### src/common/bdt_params.svh
// Offsets, field positions, reset values and timer lengths of the bridge discard-timer control
// Summary of operation
// - Bits 15 to 12 read as zero; writes to them are ignored.
// - Bit 11 enables system error on primary discard timeout; cleared at reset.
// - Bit 10 sets when either discard timer expires; zero after reset.
// - Bit 10 stays set until software writes one; writing zero keeps it.
// - An expired timer drops its pending delayed transaction from the queue.
// - Secondary timer length: bit 9 zero gives 2^15 clocks, one gives 2^10.
// - Primary timer length: bit 8 zero gives 2^15 clocks, one gives 2^10.
// - Bit 7 reads zero; fast back-to-back to different targets never issued.
// - Primary system error also needs the command register system error enable.
`ifndef BDT_PARAMS_SVH
`define BDT_PARAMS_SVH

`define BDT_CTRL_OFFSET        8'h3E
`define BDT_CTRL_RESET         16'h0000
`define BDT_BIT_SERR_TO_EN     11
`define BDT_BIT_STATUS         10
`define BDT_BIT_SEC_SHORT      9
`define BDT_BIT_PRI_SHORT      8
`define BDT_BIT_FBB            7
`define BDT_TMR_CW             16
`define BDT_DISCARD_LONG_CLKS  32768
`define BDT_DISCARD_SHORT_CLKS 1024

`endif

### src/common/bdt_pkg.sv
// Types shared by the discard timers and the bridge control register
package bdt_pkg;

    typedef enum logic {
        BDT_IDLE,
        BDT_COUNT
    } bdt_tmr_state_type;

    typedef struct packed {
        bdt_tmr_state_type state;
        logic              short_len;
        logic [15:0]       cnt;
        logic              expire;
        logic [15:0]       elapsed;
    } bdt_tmr_reg_type;

    typedef struct packed {
        logic cpl_ready;
        logic retry;
    } bdt_dly_evt_type;

    typedef struct packed {
        logic serr_to_en;
        logic status;
        logic sec_short;
        logic pri_short;
    } bdt_ctrl_type;

    typedef struct packed {
        bdt_ctrl_type ctrl;
        logic [15:0]  rdata;
        logic         rvalid;
        logic         p_serr;
        logic         fbb_en;
    } bdt_top_reg_type;

endpackage : bdt_pkg

### src/rtl/bdt_bridge_control.sv
// Bridge control register upper half with primary and secondary discard timers
`timescale 1ns/1ps
`include "bdt_params.svh"

module bdt_bridge_control #(
    parameter int unsigned LONG_CLKS  = `BDT_DISCARD_LONG_CLKS,
    parameter int unsigned SHORT_CLKS = `BDT_DISCARD_SHORT_CLKS
) (
    // Clock and reset
    input  wire logic                   mclk,
    input  wire logic                   sys_rst,
    // Configuration access
    input  wire logic [7:0]             cfg_addr,
    input  wire logic                   cfg_wr,
    input  wire logic                   cfg_rd,
    input  wire logic [1:0]             cfg_be,
    input  wire logic [15:0]            cfg_wdata,
    output logic      [15:0]            cfg_rdata,
    output logic                        cfg_rvalid,
    // Primary command register system error enable
    input  wire logic                   cmd_serr_en,
    // Delayed transaction events, index 0 primary, 1 secondary
    input  wire bdt_pkg::bdt_dly_evt_type dly_evt [2],
    // Queue drop, system error and capability
    output logic      [1:0]             dly_discard,
    output logic      [1:0]             dly_timer_busy,
    output logic                        p_serr_req,
    output logic                        fbb_en
);

    localparam logic [15:0] CTRL_RST = `BDT_CTRL_RESET;

    bdt_pkg::bdt_top_reg_type r;
    bdt_pkg::bdt_top_reg_type next_r;
    logic [1:0]               tmr_expire;
    logic [1:0]               tmr_short;
    logic                     ctrl_hit;
    logic                     hi_wr;

    function automatic logic [15:0] ctrl_image(input bdt_pkg::bdt_ctrl_type c);
        logic [15:0] v;
        v = 16'h0000;
        v[15:12] = 4'h0;
        v[`BDT_BIT_SERR_TO_EN] = c.serr_to_en;
        v[`BDT_BIT_STATUS]     = c.status;
        v[`BDT_BIT_SEC_SHORT]  = c.sec_short;
        v[`BDT_BIT_PRI_SHORT]  = c.pri_short;
        v[`BDT_BIT_FBB]        = 1'b0;
        return v;
    endfunction : ctrl_image

    assign ctrl_hit     = (cfg_addr == `BDT_CTRL_OFFSET);
    assign hi_wr        = cfg_wr && ctrl_hit && cfg_be[1];
    assign tmr_short[0] = r.ctrl.pri_short;
    assign tmr_short[1] = r.ctrl.sec_short;

    // Primary timer at index 0, secondary at index 1
    genvar gi;
    generate
        for (gi = 0; gi < 2; gi++) begin : g_timer
            bdt_discard_timer #(
                .LONG_CLKS  (LONG_CLKS),
                .SHORT_CLKS (SHORT_CLKS)
            ) bdt_discard_timer_i (
                .mclk      (mclk),
                .sys_rst   (sys_rst),
                .start     (dly_evt[gi].cpl_ready),
                .stop      (dly_evt[gi].retry),
                .len_short (tmr_short[gi]),
                .busy      (dly_timer_busy[gi]),
                .expire    (tmr_expire[gi])
            );
        end
    endgenerate

    always_comb begin
        next_r = r;
        next_r.rvalid = 1'b0;
        // Only bits 15 to 8 hold writable state, so only the high byte lane matters
        if (hi_wr) begin
            next_r.ctrl.serr_to_en = cfg_wdata[`BDT_BIT_SERR_TO_EN];
            next_r.ctrl.sec_short  = cfg_wdata[`BDT_BIT_SEC_SHORT];
            next_r.ctrl.pri_short  = cfg_wdata[`BDT_BIT_PRI_SHORT];
            if (cfg_wdata[`BDT_BIT_STATUS]) begin
                next_r.ctrl.status = 1'b0;
            end
        end
        if (|tmr_expire) begin
            next_r.ctrl.status = 1'b1;
        end
        next_r.p_serr = tmr_expire[0] & r.ctrl.serr_to_en & cmd_serr_en;
        next_r.fbb_en = 1'b0;
        if (cfg_rd) begin
            next_r.rvalid = 1'b1;
            next_r.rdata  = ctrl_hit ? ctrl_image(r.ctrl) : 16'h0000;
        end
    end

    always_ff @(posedge mclk or posedge sys_rst) begin
        if (sys_rst) begin
            r.ctrl.serr_to_en <= CTRL_RST[`BDT_BIT_SERR_TO_EN];
            r.ctrl.status     <= CTRL_RST[`BDT_BIT_STATUS];
            r.ctrl.sec_short  <= CTRL_RST[`BDT_BIT_SEC_SHORT];
            r.ctrl.pri_short  <= CTRL_RST[`BDT_BIT_PRI_SHORT];
            r.rdata           <= 16'h0000;
            r.rvalid          <= 1'b0;
            r.p_serr          <= 1'b0;
            r.fbb_en          <= 1'b0;
        end else begin
            r <= next_r;
        end
    end

    assign cfg_rdata   = r.rdata;
    assign cfg_rvalid  = r.rvalid;
    assign dly_discard = tmr_expire;
    assign p_serr_req  = r.p_serr;
    assign fbb_en      = r.fbb_en;

    chk_reserved_zero: assert property (
        @(posedge mclk) disable iff (sys_rst)
        cfg_rvalid |-> cfg_rdata[15:12] == 4'h0)
        else $error("reserved bits read nonzero");

    chk_serr_enable: assert property (
        @(posedge mclk) disable iff (sys_rst)
        p_serr_req |-> $past(tmr_expire[0]) && $past(r.ctrl.serr_to_en))
        else $error("system error without discard timeout enable");

    chk_serr_cmd_gate: assert property (
        @(posedge mclk) disable iff (sys_rst)
        (tmr_expire[0] && r.ctrl.serr_to_en) |=> p_serr_req == $past(cmd_serr_en))
        else $error("system error not gated by command enable");

    chk_status_set: assert property (
        @(posedge mclk) disable iff (sys_rst)
        (|tmr_expire) |=> r.ctrl.status)
        else $error("discard timeout did not set status");

    chk_status_hold: assert property (
        @(posedge mclk) disable iff (sys_rst)
        (r.ctrl.status && !(hi_wr && cfg_wdata[`BDT_BIT_STATUS])) |=> r.ctrl.status)
        else $error("status bit cleared without write of one");

    chk_status_clear: assert property (
        @(posedge mclk) disable iff (sys_rst)
        (hi_wr && cfg_wdata[`BDT_BIT_STATUS] && !(|tmr_expire)) |=> !r.ctrl.status)
        else $error("write of one did not clear status");

    chk_len_write: assert property (
        @(posedge mclk) disable iff (sys_rst)
        hi_wr |=> r.ctrl.sec_short == $past(cfg_wdata[`BDT_BIT_SEC_SHORT])
              && r.ctrl.pri_short == $past(cfg_wdata[`BDT_BIT_PRI_SHORT]))
        else $error("length select bits not written");

    chk_fbb_zero: assert property (
        @(posedge mclk) disable iff (sys_rst)
        !fbb_en && !(cfg_rvalid && cfg_rdata[`BDT_BIT_FBB]))
        else $error("fast back-to-back shown as enabled");

    chk_read_image: assert property (
        @(posedge mclk) disable iff (sys_rst)
        (cfg_rd && ctrl_hit) |=> cfg_rvalid
            && cfg_rdata[`BDT_BIT_STATUS] == $past(r.ctrl.status))
        else $error("read data does not show status");

    generate
        for (gi = 0; gi < 2; gi++) begin : g_chk_side
            chk_drop_idle: assert property (
                @(posedge mclk) disable iff (sys_rst)
                dly_discard[gi] |-> !dly_timer_busy[gi])
                else $error("discard pulse while timer still busy");
        end
    endgenerate

    chk_sec_no_serr: assert property (
        @(posedge mclk) disable iff (sys_rst)
        (tmr_expire[1] && !tmr_expire[0]) |=> !p_serr_req)
        else $error("secondary timeout raised primary system error");

    chk_serr_single: assert property (
        @(posedge mclk) disable iff (sys_rst)
        p_serr_req |=> !p_serr_req)
        else $error("system error request longer than one cycle");

    chk_status_cause: assert property (
        @(posedge mclk) disable iff (sys_rst)
        (!r.ctrl.status && !(|tmr_expire)) |=> !r.ctrl.status)
        else $error("status set without discard timeout");

    chk_len_hold: assert property (
        @(posedge mclk) disable iff (sys_rst)
        !hi_wr |=> $stable(r.ctrl.sec_short) && $stable(r.ctrl.pri_short))
        else $error("length select changed without write");

    chk_enable_hold: assert property (
        @(posedge mclk) disable iff (sys_rst)
        !hi_wr |=> $stable(r.ctrl.serr_to_en))
        else $error("discard error enable changed without write");

    chk_unmapped_zero: assert property (
        @(posedge mclk) disable iff (sys_rst)
        (cfg_rd && !ctrl_hit) |=> cfg_rvalid && cfg_rdata == 16'h0000)
        else $error("unmapped read returned nonzero data");

    cov_short_expire: cover property (
        @(posedge mclk) disable iff (sys_rst) tmr_expire[0] && r.ctrl.pri_short);
    cov_sec_expire: cover property (
        @(posedge mclk) disable iff (sys_rst) tmr_expire[1]);
    cov_serr: cover property (
        @(posedge mclk) disable iff (sys_rst) p_serr_req);
    cov_set_clear_same: cover property (
        @(posedge mclk) disable iff (sys_rst)
        hi_wr && cfg_wdata[`BDT_BIT_STATUS] && (|tmr_expire));
    cov_retry_stop: cover property (
        @(posedge mclk) disable iff (sys_rst) dly_evt[0].retry && dly_timer_busy[0]);

endmodule : bdt_bridge_control

### src/rtl/bdt_discard_timer.sv
// One delayed-transaction discard timer with selectable length
`timescale 1ns/1ps
`include "bdt_params.svh"

module bdt_discard_timer #(
    parameter int unsigned LONG_CLKS  = `BDT_DISCARD_LONG_CLKS,
    parameter int unsigned SHORT_CLKS = `BDT_DISCARD_SHORT_CLKS
) (
    // Clock and reset
    input  wire logic mclk,
    input  wire logic sys_rst,
    // Delayed transaction events
    input  wire logic start,
    input  wire logic stop,
    input  wire logic len_short,
    // Timer state
    output logic      busy,
    output logic      expire
);

    localparam logic [15:0] LONG_LAST  = 16'(LONG_CLKS - 1);
    localparam logic [15:0] SHORT_LAST = 16'(SHORT_CLKS - 1);
    localparam logic [15:0] LONG_LEN   = 16'(LONG_CLKS);
    localparam logic [15:0] SHORT_LEN  = 16'(SHORT_CLKS);

    bdt_pkg::bdt_tmr_reg_type r;
    bdt_pkg::bdt_tmr_reg_type next_r;

    always_comb begin
        next_r = r;
        next_r.expire = 1'b0;
        // Elapsed cycles since start, kept only for checking the length
        if (r.state == bdt_pkg::BDT_IDLE && start) begin
            // Zero at the start edge, so it equals the length on the drop pulse
            next_r.elapsed = 16'h0000;
        end else if (r.elapsed != 16'hFFFF) begin
            next_r.elapsed = r.elapsed + 16'h0001;
        end
        case (r.state)
            bdt_pkg::BDT_IDLE: begin
                if (start) begin
                    next_r.state     = bdt_pkg::BDT_COUNT;
                    next_r.cnt       = 16'h0000;
                    next_r.short_len = len_short;
                end
            end
            bdt_pkg::BDT_COUNT: begin
                if (stop) begin
                    next_r.state = bdt_pkg::BDT_IDLE;
                end else if (r.cnt == (r.short_len ? SHORT_LAST : LONG_LAST)) begin
                    next_r.expire = 1'b1;
                    next_r.state  = bdt_pkg::BDT_IDLE;
                end else begin
                    next_r.cnt = r.cnt + 16'h0001;
                end
            end
            default: begin
                next_r.state = bdt_pkg::BDT_IDLE;
            end
        endcase
    end

    always_ff @(posedge mclk or posedge sys_rst) begin
        if (sys_rst) begin
            r <= '{state: bdt_pkg::BDT_IDLE, short_len: 1'b0, cnt: 16'h0000,
                   expire: 1'b0, elapsed: 16'h0000};
        end else begin
            r <= next_r;
        end
    end

    assign busy   = (r.state == bdt_pkg::BDT_COUNT);
    assign expire = r.expire;

    chk_expire_length: assert property (
        @(posedge mclk) disable iff (sys_rst)
        r.expire |-> r.elapsed == (r.short_len ? SHORT_LEN : LONG_LEN))
        else $error("discard timer expired after wrong number of clocks");

    chk_retry_stops: assert property (
        @(posedge mclk) disable iff (sys_rst)
        (r.state == bdt_pkg::BDT_COUNT && stop) |=> !r.expire && r.state == bdt_pkg::BDT_IDLE)
        else $error("retry did not stop the discard timer");

    chk_expire_cause: assert property (
        @(posedge mclk) disable iff (sys_rst)
        r.expire |-> $past(r.state) == bdt_pkg::BDT_COUNT && !$past(stop))
        else $error("discard pulse without a running timer");

endmodule : bdt_discard_timer

### config.mk
export PLATFORM = sky130hd
export DESIGN_NAME = bdt_bridge_control
export DESIGN_NICKNAME = d
export VERILOG_FILES = /design/src/common/bdt_pkg.sv /design/src/rtl/bdt_bridge_control.sv /design/src/rtl/bdt_discard_timer.sv
export VERILOG_INCLUDE_DIRS = /design/src /design/src/common
export SDC_FILE = /design/constraint.sdc
export NUM_CORES = 1
export LEC_CHECK = 0
export BUFFER_PORTS_ARGS = -buffer_cell sky130_fd_sc_hd__buf_2
export CORE_UTILIZATION = 58
export CTS_CLUSTER_SIZE = 12
export DETAILED_ROUTE_END_ITERATION = 7
export PLACE_DENSITY = 0.88
export SLEW_MARGIN = 10
export SYNTH_ARGS = -nofsm -noshare
export SYNTH_HDL_FRONTEND = slang
export SYNTH_SLANG_ARGS = --single-unit
### constraint.sdc
create_clock -name mclk -period 5.4 [get_ports mclk]
set_input_delay 0.27 -clock mclk [delete_from_list [all_inputs] [get_ports mclk]]
set_output_delay 0.27 -clock mclk [all_outputs]
set_load 0.01 [all_outputs]
[Word-level counts from Yosys, hierarchy flattened]
Cells that the tools add are included.
Operators by class
  add/sub/neg operators: 2
  eq/ne operators: 9
  mux-type cells: 25
  bitwise logic cells: 4
  reduce and logical (&&, ||, !) cells: 10
Operators by type and width (number)
  one-hot mux 16 bit (2 select lines): 2
  2-to-1 mux 18 bit: 2
  2-to-1 mux 17 bit: 2
  adder 16 x 1 -> 16 bit (second input constant): 2
  equality test 16 bit: 2
  2-to-1 mux 16 bit: 2
  2-to-1 mux 15 bit: 2
  2-to-1 mux 12 bit: 1
  inequality test 2 bit (second input constant): 6
  2-to-1 mux 1 bit: 11
  equality test 8 x 6 -> 1 bit (second input constant): 1
  AND reduction 2 bit: 3
  AND reduction 3 bit: 2
  one-hot mux 1 bit (2 select lines): 2
  nonzero test 2 bit: 2
  2-to-1 mux 3 bit: 1
  AND 1 bit: 2
  logical AND 1 bit: 2
  inverter 1 bit: 2
  OR reduction 2 bit: 1
Word-level totals
  register bits after elaboration: 56
  bits of input ports: 35
  logic and storage cells: 65

[Logic depth before layout (Yosys ltp)]
Gate-level depths: netlist of run 1.
  depth after elaboration: 5
  depth in mapped cells: 8

[By module]
Synthesis of run 1 repeated with hierarchy kept, for this count alone.
Unflattened totals
  cells, all modules: 261
  area, all modules: 2622.5 µm²
By module, submodules not included
  bdt_discard_timer: instances 2, cells each 104, area an instance 1037.2 µm², sequential area each 475.5 µm²
  bdt_bridge_control: instances 1, cells each 53, area an instance 548.0 µm², sequential area each 250.2 µm²

[Least setup slack after synthesis of run 1]
Ideal clock, no wire load.
  path type: reg2reg
  start: register g_timer[0].bdt_discard_timer_i.r[17] (netlist name)
  end: register g_timer[0].bdt_discard_timer_i.r[26] (netlist name)
  arrival time: 1862 ps
  data required time: 5314 ps
  path slack: 3453 ps
  stages on the path, launching flop included: 8
  path buffers: 0
  clock period less this slack: 1947 ps
  path through: dfrtp_1 ha_1 nand2_1 or3_4 a211o_4 a21boi_4 inv_4 o221ai_2
Between the ends
  cells in the longest elaborated chain, start to end: 4
Ends and longest elaborated chain
  from (decl): line bdt_discard_timer.sv:26  | bdt_pkg::bdt_tmr_reg_type r;
  from (signal assigned): line bdt_discard_timer.sv:65  | r <= '{state: bdt_pkg::BDT_IDLE, short_len: 1'b0, cnt: 16'h0000,
  from (signal assigned): line bdt_discard_timer.sv:68  | r <= next_r;
  adder 16 x 1 -> 16 bit: line bdt_discard_timer.sv:54  | next_r.cnt = r.cnt + 16'h0001;
  2-to-1 mux 16 bit: line bdt_discard_timer.sv:50  | end else if (r.cnt == (r.short_len ? SHORT_LAST : LONG_LAST)) begin
  2-to-1 mux 17 bit: line bdt_discard_timer.sv:48  | if (stop) begin
  one-hot mux 16 bit (2 select lines): line bdt_discard_timer.sv:39  | case (r.state)
Several ways; a longest one is shown, not always the timed one. The select of a mux whose other input is x is not followed.
A chain may end at the register's enable or synchronous reset.

[Final worst setup path of run 1]
  start: register g_timer[1].bdt_discard_timer_i.r[17] (netlist name)
  end: register g_timer[1].bdt_discard_timer_i.r[30] (netlist name)
Between the ends
  cells in the longest elaborated chain, start to end: 4
Ends and longest elaborated chain (line)
  from (decl): bdt_discard_timer.sv:26
  from (signal assigned): bdt_discard_timer.sv:65
  from (signal assigned): bdt_discard_timer.sv:68
  adder 16 x 1 -> 16 bit: bdt_discard_timer.sv:54
  2-to-1 mux 16 bit: bdt_discard_timer.sv:50
  2-to-1 mux 17 bit: bdt_discard_timer.sv:48
  one-hot mux 16 bit (2 select lines): bdt_discard_timer.sv:39
Several ways; a longest one is shown, not always the timed one. The select of a mux whose other input is x is not followed.

==> out/qor.txt, run 1 <==
CP Cell Sequence: ha_1, nand3_1, nor3b_1, a21oi_1, a21o_1, a22o_1
critical path arrival: 2440 ps
Vias: 2134
routability congestion estimate: 0.803
Post-synth EDFFs: 0
synth top area cells: dfrtp_1, buf_4, nand2_1
Rows: 24
Avg Vias per Cell: 5.96
Starting Density: 0.605
Post-synth ARST share: 1.00
First-pass DRT Iterations: 4
Clock transition at path regs: 100 ps
critical path required time: 5610 ps
worst min-delay path endpoint: cfg_rvalid
outcome: completed
initial DRC count: 161
RSZ-0062 raised after global routing: false
ys flop type: dfrtp_1
final worst path period need: 2230 ps
Worst Setup Path Type: flop to flop
dominant cell type by area after synthesis: dfrtp_1
count of cell types in the netlist: 56
share of cells above drive strength 1: 0.209
post-route ant nets: 0
most frequent cells in the layout: dfrtp_1, nand2_1, buf_2, nor2_1, nand3_1
die height: 69.4 um
RR Endpoint: g_timer[1].bdt_discard_timer_i.r[30]
pre-CTS setup slack: 3220 ps
Gate power share: 0.141
Reg2Reg Setup Slack: 3170 ps
initial antenna violation count: 0
Worst Skew: 11.7 ps
first-pass GRT wire length: 9030 um
core footprint: 4350 um^2
Net Sw Frac: 0.285
Worst Hold Class: input pin to flop
Yosys top cell area share: 0.456
commonest non-fill, non-tap cell in the layout: dfrtp_1
setup bufs post-CTS: 0
Largest stage delay, worst path: 550 ps
total negative slack: 0 ps
Hold Slack: 163 ps
Worst Setup Start Kind: flop
hold_buf cts: 0
synth warn: 0
vias in the first global route: 2045
Max VDD drop: 0.118 mV
GR Overflow Total: 0
Post-Syn Instances: 283
MaxCap Viol Count: 0
Root Driver: clkbuf_8
total track usage: 0.231
#FFs+latches synth: 48
number of buffers added on ports: 31
Critical Path Stages: 6
Hold Startpoint: cfg_rd
Avg Synthesized Cell Area: 9.32 um^2
internal power: 0.562 mW
H-Tree Level Count: 2
worst hold stages: 1
Setup crit end kind: flop
crit-path max FO: 8
period utilisation layout: 0.412
worst r2r path cells: 6
Post-Syn Area: 2640 um^2
CTS sink count: 48
drt total wl: 5250 um
Rel. slew slack: 0.336
CTS resizes: 0
Final WS setup: 3170 ps
wire length per cell: 14.7 um
diodes inserted: 0
RR Startpoint: g_timer[1].bdt_discard_timer_i.r[17]
CP max stage cell: nor3b_1
sequential element share of the synthesized area: 0.456
sequential share of power: 0.516
clock power share: 0.343
Crit path max-delay family: compound AO/OA/AOI/OAI gates
P&R area growth vs syn: 7.55%
Skew-Pair Late Insertion Delay: 310 ps
final slew viol count: 0
Num CTS Buffers: 5
IO Pins: 58
P per Cell Area: 277 nW/um^2
maximum clock rate: 449 MHz
largest net degree at the start of global routing: 49
Sw Pwr: 0.224 mW
dpl hpwl: 3630 um
Die Span X: 69.4 um
total power: 0.786 mW
final net count: 342
Final Hold Vio Count: 0
clk buf depth: 2
crit path buf inv count: 0
TritonCTS clock tree: done
die area: 4820 um^2
leakage: 1.33 nW
setup violators final: 0
Slew @ Worst Pin: 995 ps
drt drc: 0
routing by layer:
layer | track usage | up-vias | share of wire
li1 | - | 1025 | -
met1 | 0.281 | 1039 | 0.44
met2 | 0.399 | 64 | 0.50
met3 | 0.0465 | 6 | 0.052
met4 | 0.0952 | 0 | 0.012
met5 | 0 | - | 0
area by class of cell:
| cell class | instances | area, um^2 |
|---|---|---|
| Fill cell | 338 | 1520 |
| Multi-Input combinational cell | 203 | 1230 |
| Sequential cell | 48 | 1200 |
| Timing Repair Buffer | 32 | 163 |
| Clock buffer | 5 | 68.8 |
| Tap cell | 52 | 65.1 |
| Inverter | 15 | 58.8 |
| Clock inverter | 3 | 47.5 |
how the worst max path moves through the flow:
stage / start / to / slack (ps)
2_1_floorplan: g_timer[0].bdt_discard_timer_i.r[17] / g_timer[0].bdt_discard_timer_i.r[26] / 3450
3_3_place_gp: g_timer[1].bdt_discard_timer_i.r[17] / g_timer[1].bdt_discard_timer_i.r[30] / 3220
3_5_place_dp: g_timer[1].bdt_discard_timer_i.r[17] / g_timer[1].bdt_discard_timer_i.r[30] / 3220
4_1_cts: g_timer[0].bdt_discard_timer_i.r[17] / g_timer[0].bdt_discard_timer_i.r[20] / 3190
5_1_grt: g_timer[1].bdt_discard_timer_i.r[17] / g_timer[1].bdt_discard_timer_i.r[30] / 2950
6_report: g_timer[1].bdt_discard_timer_i.r[17] / g_timer[1].bdt_discard_timer_i.r[30] / 3170
flip-flops by register name, indices dropped and copies added, names as in the netlist:
name                                cells
g_timer.bdt_discard_timer_i.r          34
cfg_rdata                               4
r                                       4
g_timer.bdt_discard_timer_i.busy        2
g_timer.bdt_discard_timer_i.expire      2
cfg_rvalid                              1
p_serr_req                              1
cells in the mapped netlist (3+ instances only):
cell type / count
buf_4: 21
inv_1: 14
nor4_1: 3
dfrtp_1: 48
a21oi_1: 10
nor3_1: 6
nand2_1: 34
mux2_2: 5
a21o_1: 4
nand4_1: 7
nand3_1: 18
or3_1: 4
o21ai_0: 15
and3_1: 6
a211o_2: 5
o22ai_1: 6
nor2_1: 20
clkbuf_1: 6
or4_1: 3
nand2b_1: 3
cell families after synthesis:
logic type                 Yosys count  synth area share
and+or+nand+nor                    118             0.230
AOI/OAI and AO/OA                   60             0.170
DFF                                 48             0.456
buffers and inverters               44            0.0944
muxes                                7            0.0289
xor gates and xnor gates             3           0.00997
adders and majority gates            2           0.00949
other                                1           0.00142
power groups by stage:
stage	registers (mW)	clock network [mW]	logic (mW)
global placement	0.410	0	0.106
floorplan	0.407	0	0.0922
CTS	0.405	0.273	0.110
detailed placement	0.412	0	0.109
global route	0.409	0.284	0.123
finish	0.405	0.270	0.111
metrics by stage:
stage | cell area, um^2 | util | instances
final | 2840 | 0.651 | 358
after global routing | 2840 | 0.651 | 358
after CTS | 2840 | 0.651 | 358
after detailed placement | 2720 | 0.624 | 350
after global placement | 2720 | 0.624 | 350
after floorplan | 2680 | - | 295
No activity file was read; power rests on OpenSTA's default activity.
==> run 2, diff against run 1 <==
--- a/config.mk
+++ b/config.mk
@@ -6,11 +6,12 @@
 export SDC_FILE = /design/constraint.sdc
 export NUM_CORES = 1
 export LEC_CHECK = 0
+export ABC_AREA = 1
 export BUFFER_PORTS_ARGS = -buffer_cell sky130_fd_sc_hd__buf_2
-export CORE_UTILIZATION = 58
+export CORE_UTILIZATION = 55
 export CTS_CLUSTER_SIZE = 12
 export DETAILED_ROUTE_END_ITERATION = 7
-export PLACE_DENSITY = 0.88
+export PLACE_DENSITY = 0.84
 export SLEW_MARGIN = 10
 export SYNTH_ARGS = -nofsm -noshare
 export SYNTH_HDL_FRONTEND = slang
==> constraint.sdc (replaced) <==
create_clock -name mclk -period 2.1 [get_ports mclk]
set_input_delay 0.105 -clock mclk [delete_from_list [all_inputs] [get_ports mclk]]
set_output_delay 0.105 -clock mclk [all_outputs]
set_load 0.01 [all_outputs]
==> run 2 against run 1 <==
Fmax up 14%. Total power up 140%. Register-to-register slack worse by 3000 ps. Sequential power up 140%. Worst setup slack worse by 3000 ps. Critical path depth up 4. Combinational power up 110%. Clock power rose to 2.6 times the previous value. Synthesized area up 9.2%. Critical path type unchanged. Largest cell class unchanged. Highest routed layer unchanged.
==> out/qor.txt, run 2 <==
outcome: completed
pre-CTS setup slack: 189 ps (-3030 ps)
routability congestion estimate: 0.867 (+8.0%)
CTS resizes: 0 (unchanged)
final worst path period need: 1950 ps (-277 ps)
dominant cell type by area after synthesis: dfrtp_1
Largest stage delay, worst path: 430 ps (-120 ps)
Post-synth ARST share: 1.00 (unchanged)
GR Overflow Total: 0 (unchanged)
#FFs+latches synth: 48 (unchanged)
Avg Synthesized Cell Area: 7.23 um^2 (-22%)
period utilisation layout: 0.929 (+0.516)
wire length per cell: 11.9 um (-19%)
Num CTS Buffers: 5 (unchanged)
die area: 5530 um^2 (+15%)
CP Cell Sequence: ha_1, nand2_1, nor2_2, nand2_2, nor2_2, nand3_2, nand2_4, nand2_2, nand2_1, nand2_1
Post-Syn Area: 2880 um^2 (+9.2%)
Die Span X: 74.3 um (+7.1%)
initial DRC count: 166 (+3.1%)
RR Startpoint: g_timer[0].bdt_discard_timer_i.r[17]
synth top area cells: dfrtp_1, nand2_1, nand3_1
Worst path most repeated cell: nand2_1
Max VDD drop: 0.339 mV (+190%)
Setup crit end kind: flop
Post-Syn Instances: 398 (+41%)
Root Driver: clkbuf_8
First-pass DRT Iterations: 4 (unchanged)
leakage: 1.57 nW (+18%)
Yosys top cell area share: 0.417 (-0.0382)
Post-synth EDFFs: 0 (unchanged)
RSZ-0062 raised after global routing: false
CP max stage cell: dfrtp_1
Rows: 25 (+4.2%)
sequential element share of the synthesized area: 0.417 (-0.0382)
Final Hold Vio Count: 0 (unchanged)
Worst Setup Start Kind: flop
max reg flops: 34 (unchanged)
register name with the most flops: g_timer.bdt_discard_timer_i.r
dpl hpwl: 4360 um (+20%)
count of cell types in the netlist: 28 (-50%)
most frequent cells in the layout: nand2_1, nand3_1, dfrtp_1, nor2_1, inv_1
synth warn: 0 (unchanged)
drt drc: 0 (unchanged)
final slew viol count: 0 (unchanged)
Crit path max-delay family: simple AND/OR/NAND/NOR gates
total power: 1.92 mW (+140%)
ys flop type: dfrtp_1
Worst Hold Class: input pin to flop
Vias: 2610 (+22%)
Slew @ Worst Pin: 677 ps (-318 ps)
crit-path max FO: 18 (+10)
total track usage: 0.236 (+0.00511)
drt total wl: 5930 um (+13%)
Commonest cells post-synth: nand2_1, nand3_1, dfrtp_1
worst hold stages: 3 (+2)
maximum clock rate: 513 MHz (+14%)
core footprint: 4880 um^2 (+12%)
share of cells above drive strength 1: 0.137 (-0.0723)
Worst Setup Path Type: flop to flop
MaxCap Viol Count: 0 (unchanged)
CP startpoint: g_timer[0].bdt_discard_timer_i.r[17]
Skew-Pair Late Insertion Delay: 310 ps (about the same)
Critical Path Stages: 10 (+4)
first-pass GRT wire length: 10100 um (+11%)
setup violators final: 0 (unchanged)
worst r2r path cells: 10 (+4)
Starting Density: 0.590 (-0.0157)
diodes inserted: 0 (unchanged)
Hold Startpoint: cfg_wdata[11]
critical path arrival: 2140 ps (-300 ps)
number of buffers added on ports: 31 (unchanged)
total negative slack: 0 ps (unchanged)
die height: 74.3 um (+7.1%)
post-route ant nets: 0 (unchanged)
initial antenna violation count: 0 (unchanged)
TritonCTS clock tree: done
Worst Skew: 9.20 ps (-2.54 ps)
crit path buf inv count: 0 (unchanged)
most common cell in the synthesized netlist: nand2_1
critical path required time: 2290 ps (-3320 ps)
Final WS setup: 149 ps (-3020 ps)
final net count: 467 (+37%)
Clock transition at path regs: 100 ps (about the same)
clock power share: 0.362 (+0.019)
hold_buf cts: 2 (+2)
sequential share of power: 0.516 (about the same)
largest net degree at the start of global routing: 29 (-41%)
setup bufs post-CTS: 0 (unchanged)
Gate power share: 0.122 (-0.019)
commonest non-fill, non-tap cell in the layout: nand2_1
IO Pins: 58 (unchanged)
P&R area growth vs syn: 9.30%
Rel. slew slack: 0.547 (+0.212)
final core utilization: 0.645 (-0.00653)
Sw Pwr: 0.531 mW (+140%)
Hold Slack: 15.2 ps (-147 ps)
Net Sw Frac: 0.277 (-0.00787)
H-Tree Level Count: 2 (unchanged)
CTS sink count: 48 (unchanged)
P per Cell Area: 610 nW/um^2 (+120%)
vias in the first global route: 2351 (+15%)
clk buf depth: 2 (unchanged)
Avg Vias per Cell: 5.24 (-12%)
internal power: 1.39 mW (+150%)
run 2: cell types whose count changed after synthesis, moves of 5 or more:
cell / before / now
nand2_1: 34 / 119
nand3_1: 18 / 52
nor2_1: 20 / 47
inv_1: 14 / 35
nand4_1: 7 / 16
a211o_2: 5 / 0
and3_1: 6 / 1
clkbuf_1: 6 / 1
mux2_2: 5 / 0
nor2_2: 0 / 5
o21bai_1: 0 / 5
o22ai_1: 6 / 1
run 2: path summary, 6_finish.rpt:
check / slack (ps) / to
max: 150 / g_timer[0].bdt_discard_timer_i.r[20]
min: 20 / r[22]
max reg2reg: 150 / g_timer[0].bdt_discard_timer_i.r[20]
min reg2reg: 490 / r[21]
max in group asynchronous: 1150 / g_timer[0].bdt_discard_timer_i.r[23]
min in group asynchronous: 380 / g_timer[0].bdt_discard_timer_i.r[32]
run 2: routing by layer:
layer	vias to the layer above	share of wire	GRT usage
met5	-	0	0
met4	0	0.015	0.0755
met3	10	0.036	0.0488
met2	61	0.49	0.406
met1	1219	0.46	0.299
li1	1320	-	-
run 2: layout make-up:
class	instances	area [um^2]
inverters	36	135
well taps	67	83.8
repair buffers	38	213
fillers	439	1730
clock inverters	3	46.3
multi-input cells	301	1400
flip-flops and latches	48	1200
clock buffers	5	68.8
run 2: worst reg2reg max path: cells and delay by family (launching register included):
family / cells / cell delay, ps
AND/OR/NAND/NOR: 9 / 1190
flip-flops: 1 / 430
adder cells (fa/ha/maj): 1 / 220
run 2: power by group through the flow:
stage	combinational (mW)	clock [mW]	sequential (mW)
6_report	0.234	0.695	0.990
5_1_grt	0.267	0.746	0.995
4_1_cts	0.235	0.716	0.989
3_5_place_dp	0.230	0	1.01
3_3_place_gp	0.225	0	1.01
2_1_floorplan	0.187	0	0.999
run 2: cell families after synthesis:
kind of cell               share of synthesized area
xor gates and xnor gates                      0.0183
AOI/OAI and AO/OA                             0.0517
adders and majority gates                    0.00869
other                                        0.00130
and+or+nand+nor                                0.390
buffers and inverters                          0.113
DFF                                            0.417
run 2: metrics by stage:
stage | std cells | area (um^2)
floorplan | 410 | 2920
global placement | 488 | 3010
detailed placement | 488 | 3010
CTS | 498 | 3150
global route | 498 | 3150
finish | 498 | 3150
==> run 3, diff against run 2 <==
--- a/config.mk
+++ b/config.mk
@@ -8,10 +8,11 @@
 export LEC_CHECK = 0
 export ABC_AREA = 1
 export BUFFER_PORTS_ARGS = -buffer_cell sky130_fd_sc_hd__buf_2
+export CORE_ASPECT_RATIO = 1.75
 export CORE_UTILIZATION = 55
 export CTS_CLUSTER_SIZE = 12
 export DETAILED_ROUTE_END_ITERATION = 7
-export PLACE_DENSITY = 0.84
+export PLACE_DENSITY = 0.8
 export SLEW_MARGIN = 10
 export SYNTH_ARGS = -nofsm -noshare
 export SYNTH_HDL_FRONTEND = slang
==> run 3 against run 2 <==
The run now ends with DRC left. Total power grew 0.31%. Critical endpoint is now g_timer[1].bdt_discard_timer_i.r[32]. Non-clock buffer count is the same. Count of clock-buffer cells in the layout is the same. Largest cell class unchanged. Critical path type unchanged. Highest routed layer unchanged. Clock skew shrank 1.3 ps.
==> out/qor.txt, run 3 (same netlist as run 2, synthesis figures left out) <==
outcome: complete, but fails checks
failing checks: DRC
setup bufs post-CTS: 0 (unchanged)
Final WS setup: 256 ps (+107 ps)
Clock transition at path regs: 90 ps (about the same)
Worst Setup Path Type: flop to flop
Skew-Pair Late Insertion Delay: 310 ps (about the same)
Worst Setup Start Kind: flop
RR Startpoint: g_timer[1].bdt_discard_timer_i.r[17]
Rows: 34 (+36%)
total negative slack: 0 ps (unchanged)
P&R area growth vs syn: 8.74%
core footprint: 5020 um^2 (+2.9%)
Hold Startpoint: cfg_wdata[9]
TritonCTS clock tree: done
routability congestion estimate: 0.909 (+4.9%)
share of cells above drive strength 1: 0.137 (unchanged)
critical path required time: 2300 ps (about the same)
GR Overflow Total: 0 (unchanged)
first-pass GRT wire length: 10800 um (+7.1%)
number of buffers added on ports: 31 (unchanged)
die area: 5540 um^2 (+0.21%)
pre-CTS setup slack: 264 ps (+74.9 ps)
leakage: 1.57 nW (about the same)
most frequent cells in the layout: nand2_1, nand3_1, dfrtp_1, nor2_1, inv_1
IO Pins: 58 (unchanged)
Die Span X: 56.7 um (-24%)
register name with the most flops: g_timer.bdt_discard_timer_i.r
internal power: 1.39 mW (+0.11%)
Worst Hold Class: input pin to flop
Rel. slew slack: 0.604 (+0.0571)
Setup crit end kind: flop
final slew viol count: 0 (unchanged)
commonest non-fill, non-tap cell in the layout: nand2_1
MaxCap Viol Count: 0 (unchanged)
clock power share: 0.361 (about the same)
Starting Density: 0.573 (-0.0165)
CTS resizes: 0 (unchanged)
max reg flops: 34 (unchanged)
period utilisation layout: 0.878 (-0.0508)
Max VDD drop: 0.496 mV (+46%)
die height: 97.7 um (+31%)
post-route ant nets: 0 (unchanged)
initial antenna violation count: 0 (unchanged)
largest net degree at the start of global routing: 49 (+69%)
final net count: 467 (unchanged)
First-pass DRT Iterations: 6 (+2)
total power: 1.92 mW (+0.31%)
worst r2r path cells: 10 (unchanged)
final worst path period need: 1840 ps (-107 ps)
Worst Skew: 7.92 ps (-1.28 ps)
dpl hpwl: 4480 um (+3.0%)
maximum clock rate: 542 MHz (+5.8%)
drt drc: 4 (+4)
CTS sink count: 48 (unchanged)
RSZ-0062 raised after global routing: false
Num CTS Buffers: 5 (unchanged)
Vias: 2600 (-0.38%)
worst hold stages: 3 (unchanged)
H-Tree Level Count: 2 (unchanged)
diodes inserted: 0 (unchanged)
Final Hold Vio Count: 0 (unchanged)
Reg2Reg Setup Slack: 260 ps (+110 ps)
critical path arrival: 2050 ps (-90 ps)
total track usage: 0.246 (+0.0102)
clk buf depth: 2 (unchanged)
vias in the first global route: 2564 (+9.1%)
Hold Slack: 22.4 ps (+7.25 ps)
Root Driver: clkbuf_8
drt total wl: 6100 um (+2.9%)
crit-path max FO: 18 (unchanged)
Slew @ Worst Pin: 593 ps (-84.0 ps)
CP startpoint: g_timer[1].bdt_discard_timer_i.r[17]
Net Sw Frac: 0.278 (+0.00147)
initial DRC count: 104 (-37%)
Avg Vias per Cell: 5.36 (+2.3%)
setup violators final: 0 (unchanged)
Gate power share: 0.124 (+0.002)
sequential share of power: 0.515 (about the same)
wire length per cell: 12.6 um (+5.6%)
Sw Pwr: 0.536 mW (+0.84%)
P per Cell Area: 615 nW/um^2 (+0.83%)
==> run 3: cell counts in the layout (fill, tap and decap cells not counted) <==
No cell type changed its count.
==> run 3: per-layer routing <==
| metal | track usage | share of wire | up-vias |
|---|---|---|---|
| met5 | 0 | 0 | - |
| met4 | 0.142 | 0.032 | 0 |
| li1 | - | - | 1320 |
| met1 | 0.269 | 0.37 | 1205 |
| met3 | 0.0320 | 0.027 | 18 |
| met2 | 0.441 | 0.57 | 57 |
==> run 3: worst paths after layout <==
path,end
hold / removal,r[20]
max in group asynchronous,cfg_rdata[10]
hold reg to reg,r[21]
min in group asynchronous,g_timer[1].bdt_discard_timer_i.r[24]
setup / recovery,g_timer[1].bdt_discard_timer_i.r[32]
setup reg to reg,g_timer[1].bdt_discard_timer_i.r[32]
==> run 3: repair_timing <==
| item | in CTS | in global routing |
|---|---|---|
| endpoints found under the hold margin | 49 | 0 |
| hold buffers | 2 | 0 |
| setup endpoints to repair | 0 | 0 |
==> run 3: layout make-up <==
cell class	count	area, um^2
clock buffers	5	68.8
clock inverters	3	46.3
fillers	468	1890
inverters	36	135
multi-input cells	301	1400
flip-flops and latches	48	1200
well taps	54	67.6
repair buffers	38	213
==> run 3: worst max-delay path, stage by stage (launching register included) <==
cell and delay (ps):
dfrtp_1 400, ha_1 200, nand2_1 110, nor2_2 150, nand2_1 110, nor2_2 110
nand3_2 140, nand2_4 220, nand2_2 140, nand2_1 90, nand2_1 50
==> run 3: stage by stage <==
stage | area, um^2 | cells | util
after floorplan | 2920 | 410 | -
after global placement | 2990 | 475 | 0.596
after detailed placement | 2990 | 475 | 0.596
after CTS | 3130 | 485 | 0.623
after global routing | 3130 | 485 | 0.623
final | 3130 | 485 | 0.623
==> run 3: power groups by stage <==
stage / combinational, mW / sequential (mW) / clock, mW
2_1_floorplan: 0.187 / 0.999 / 0
3_3_place_gp: 0.232 / 1.01 / 0
3_5_place_dp: 0.237 / 1.01 / 0
4_1_cts: 0.240 / 0.991 / 0.711
5_1_grt: 0.270 / 0.996 / 0.751
6_report: 0.239 / 0.990 / 0.695
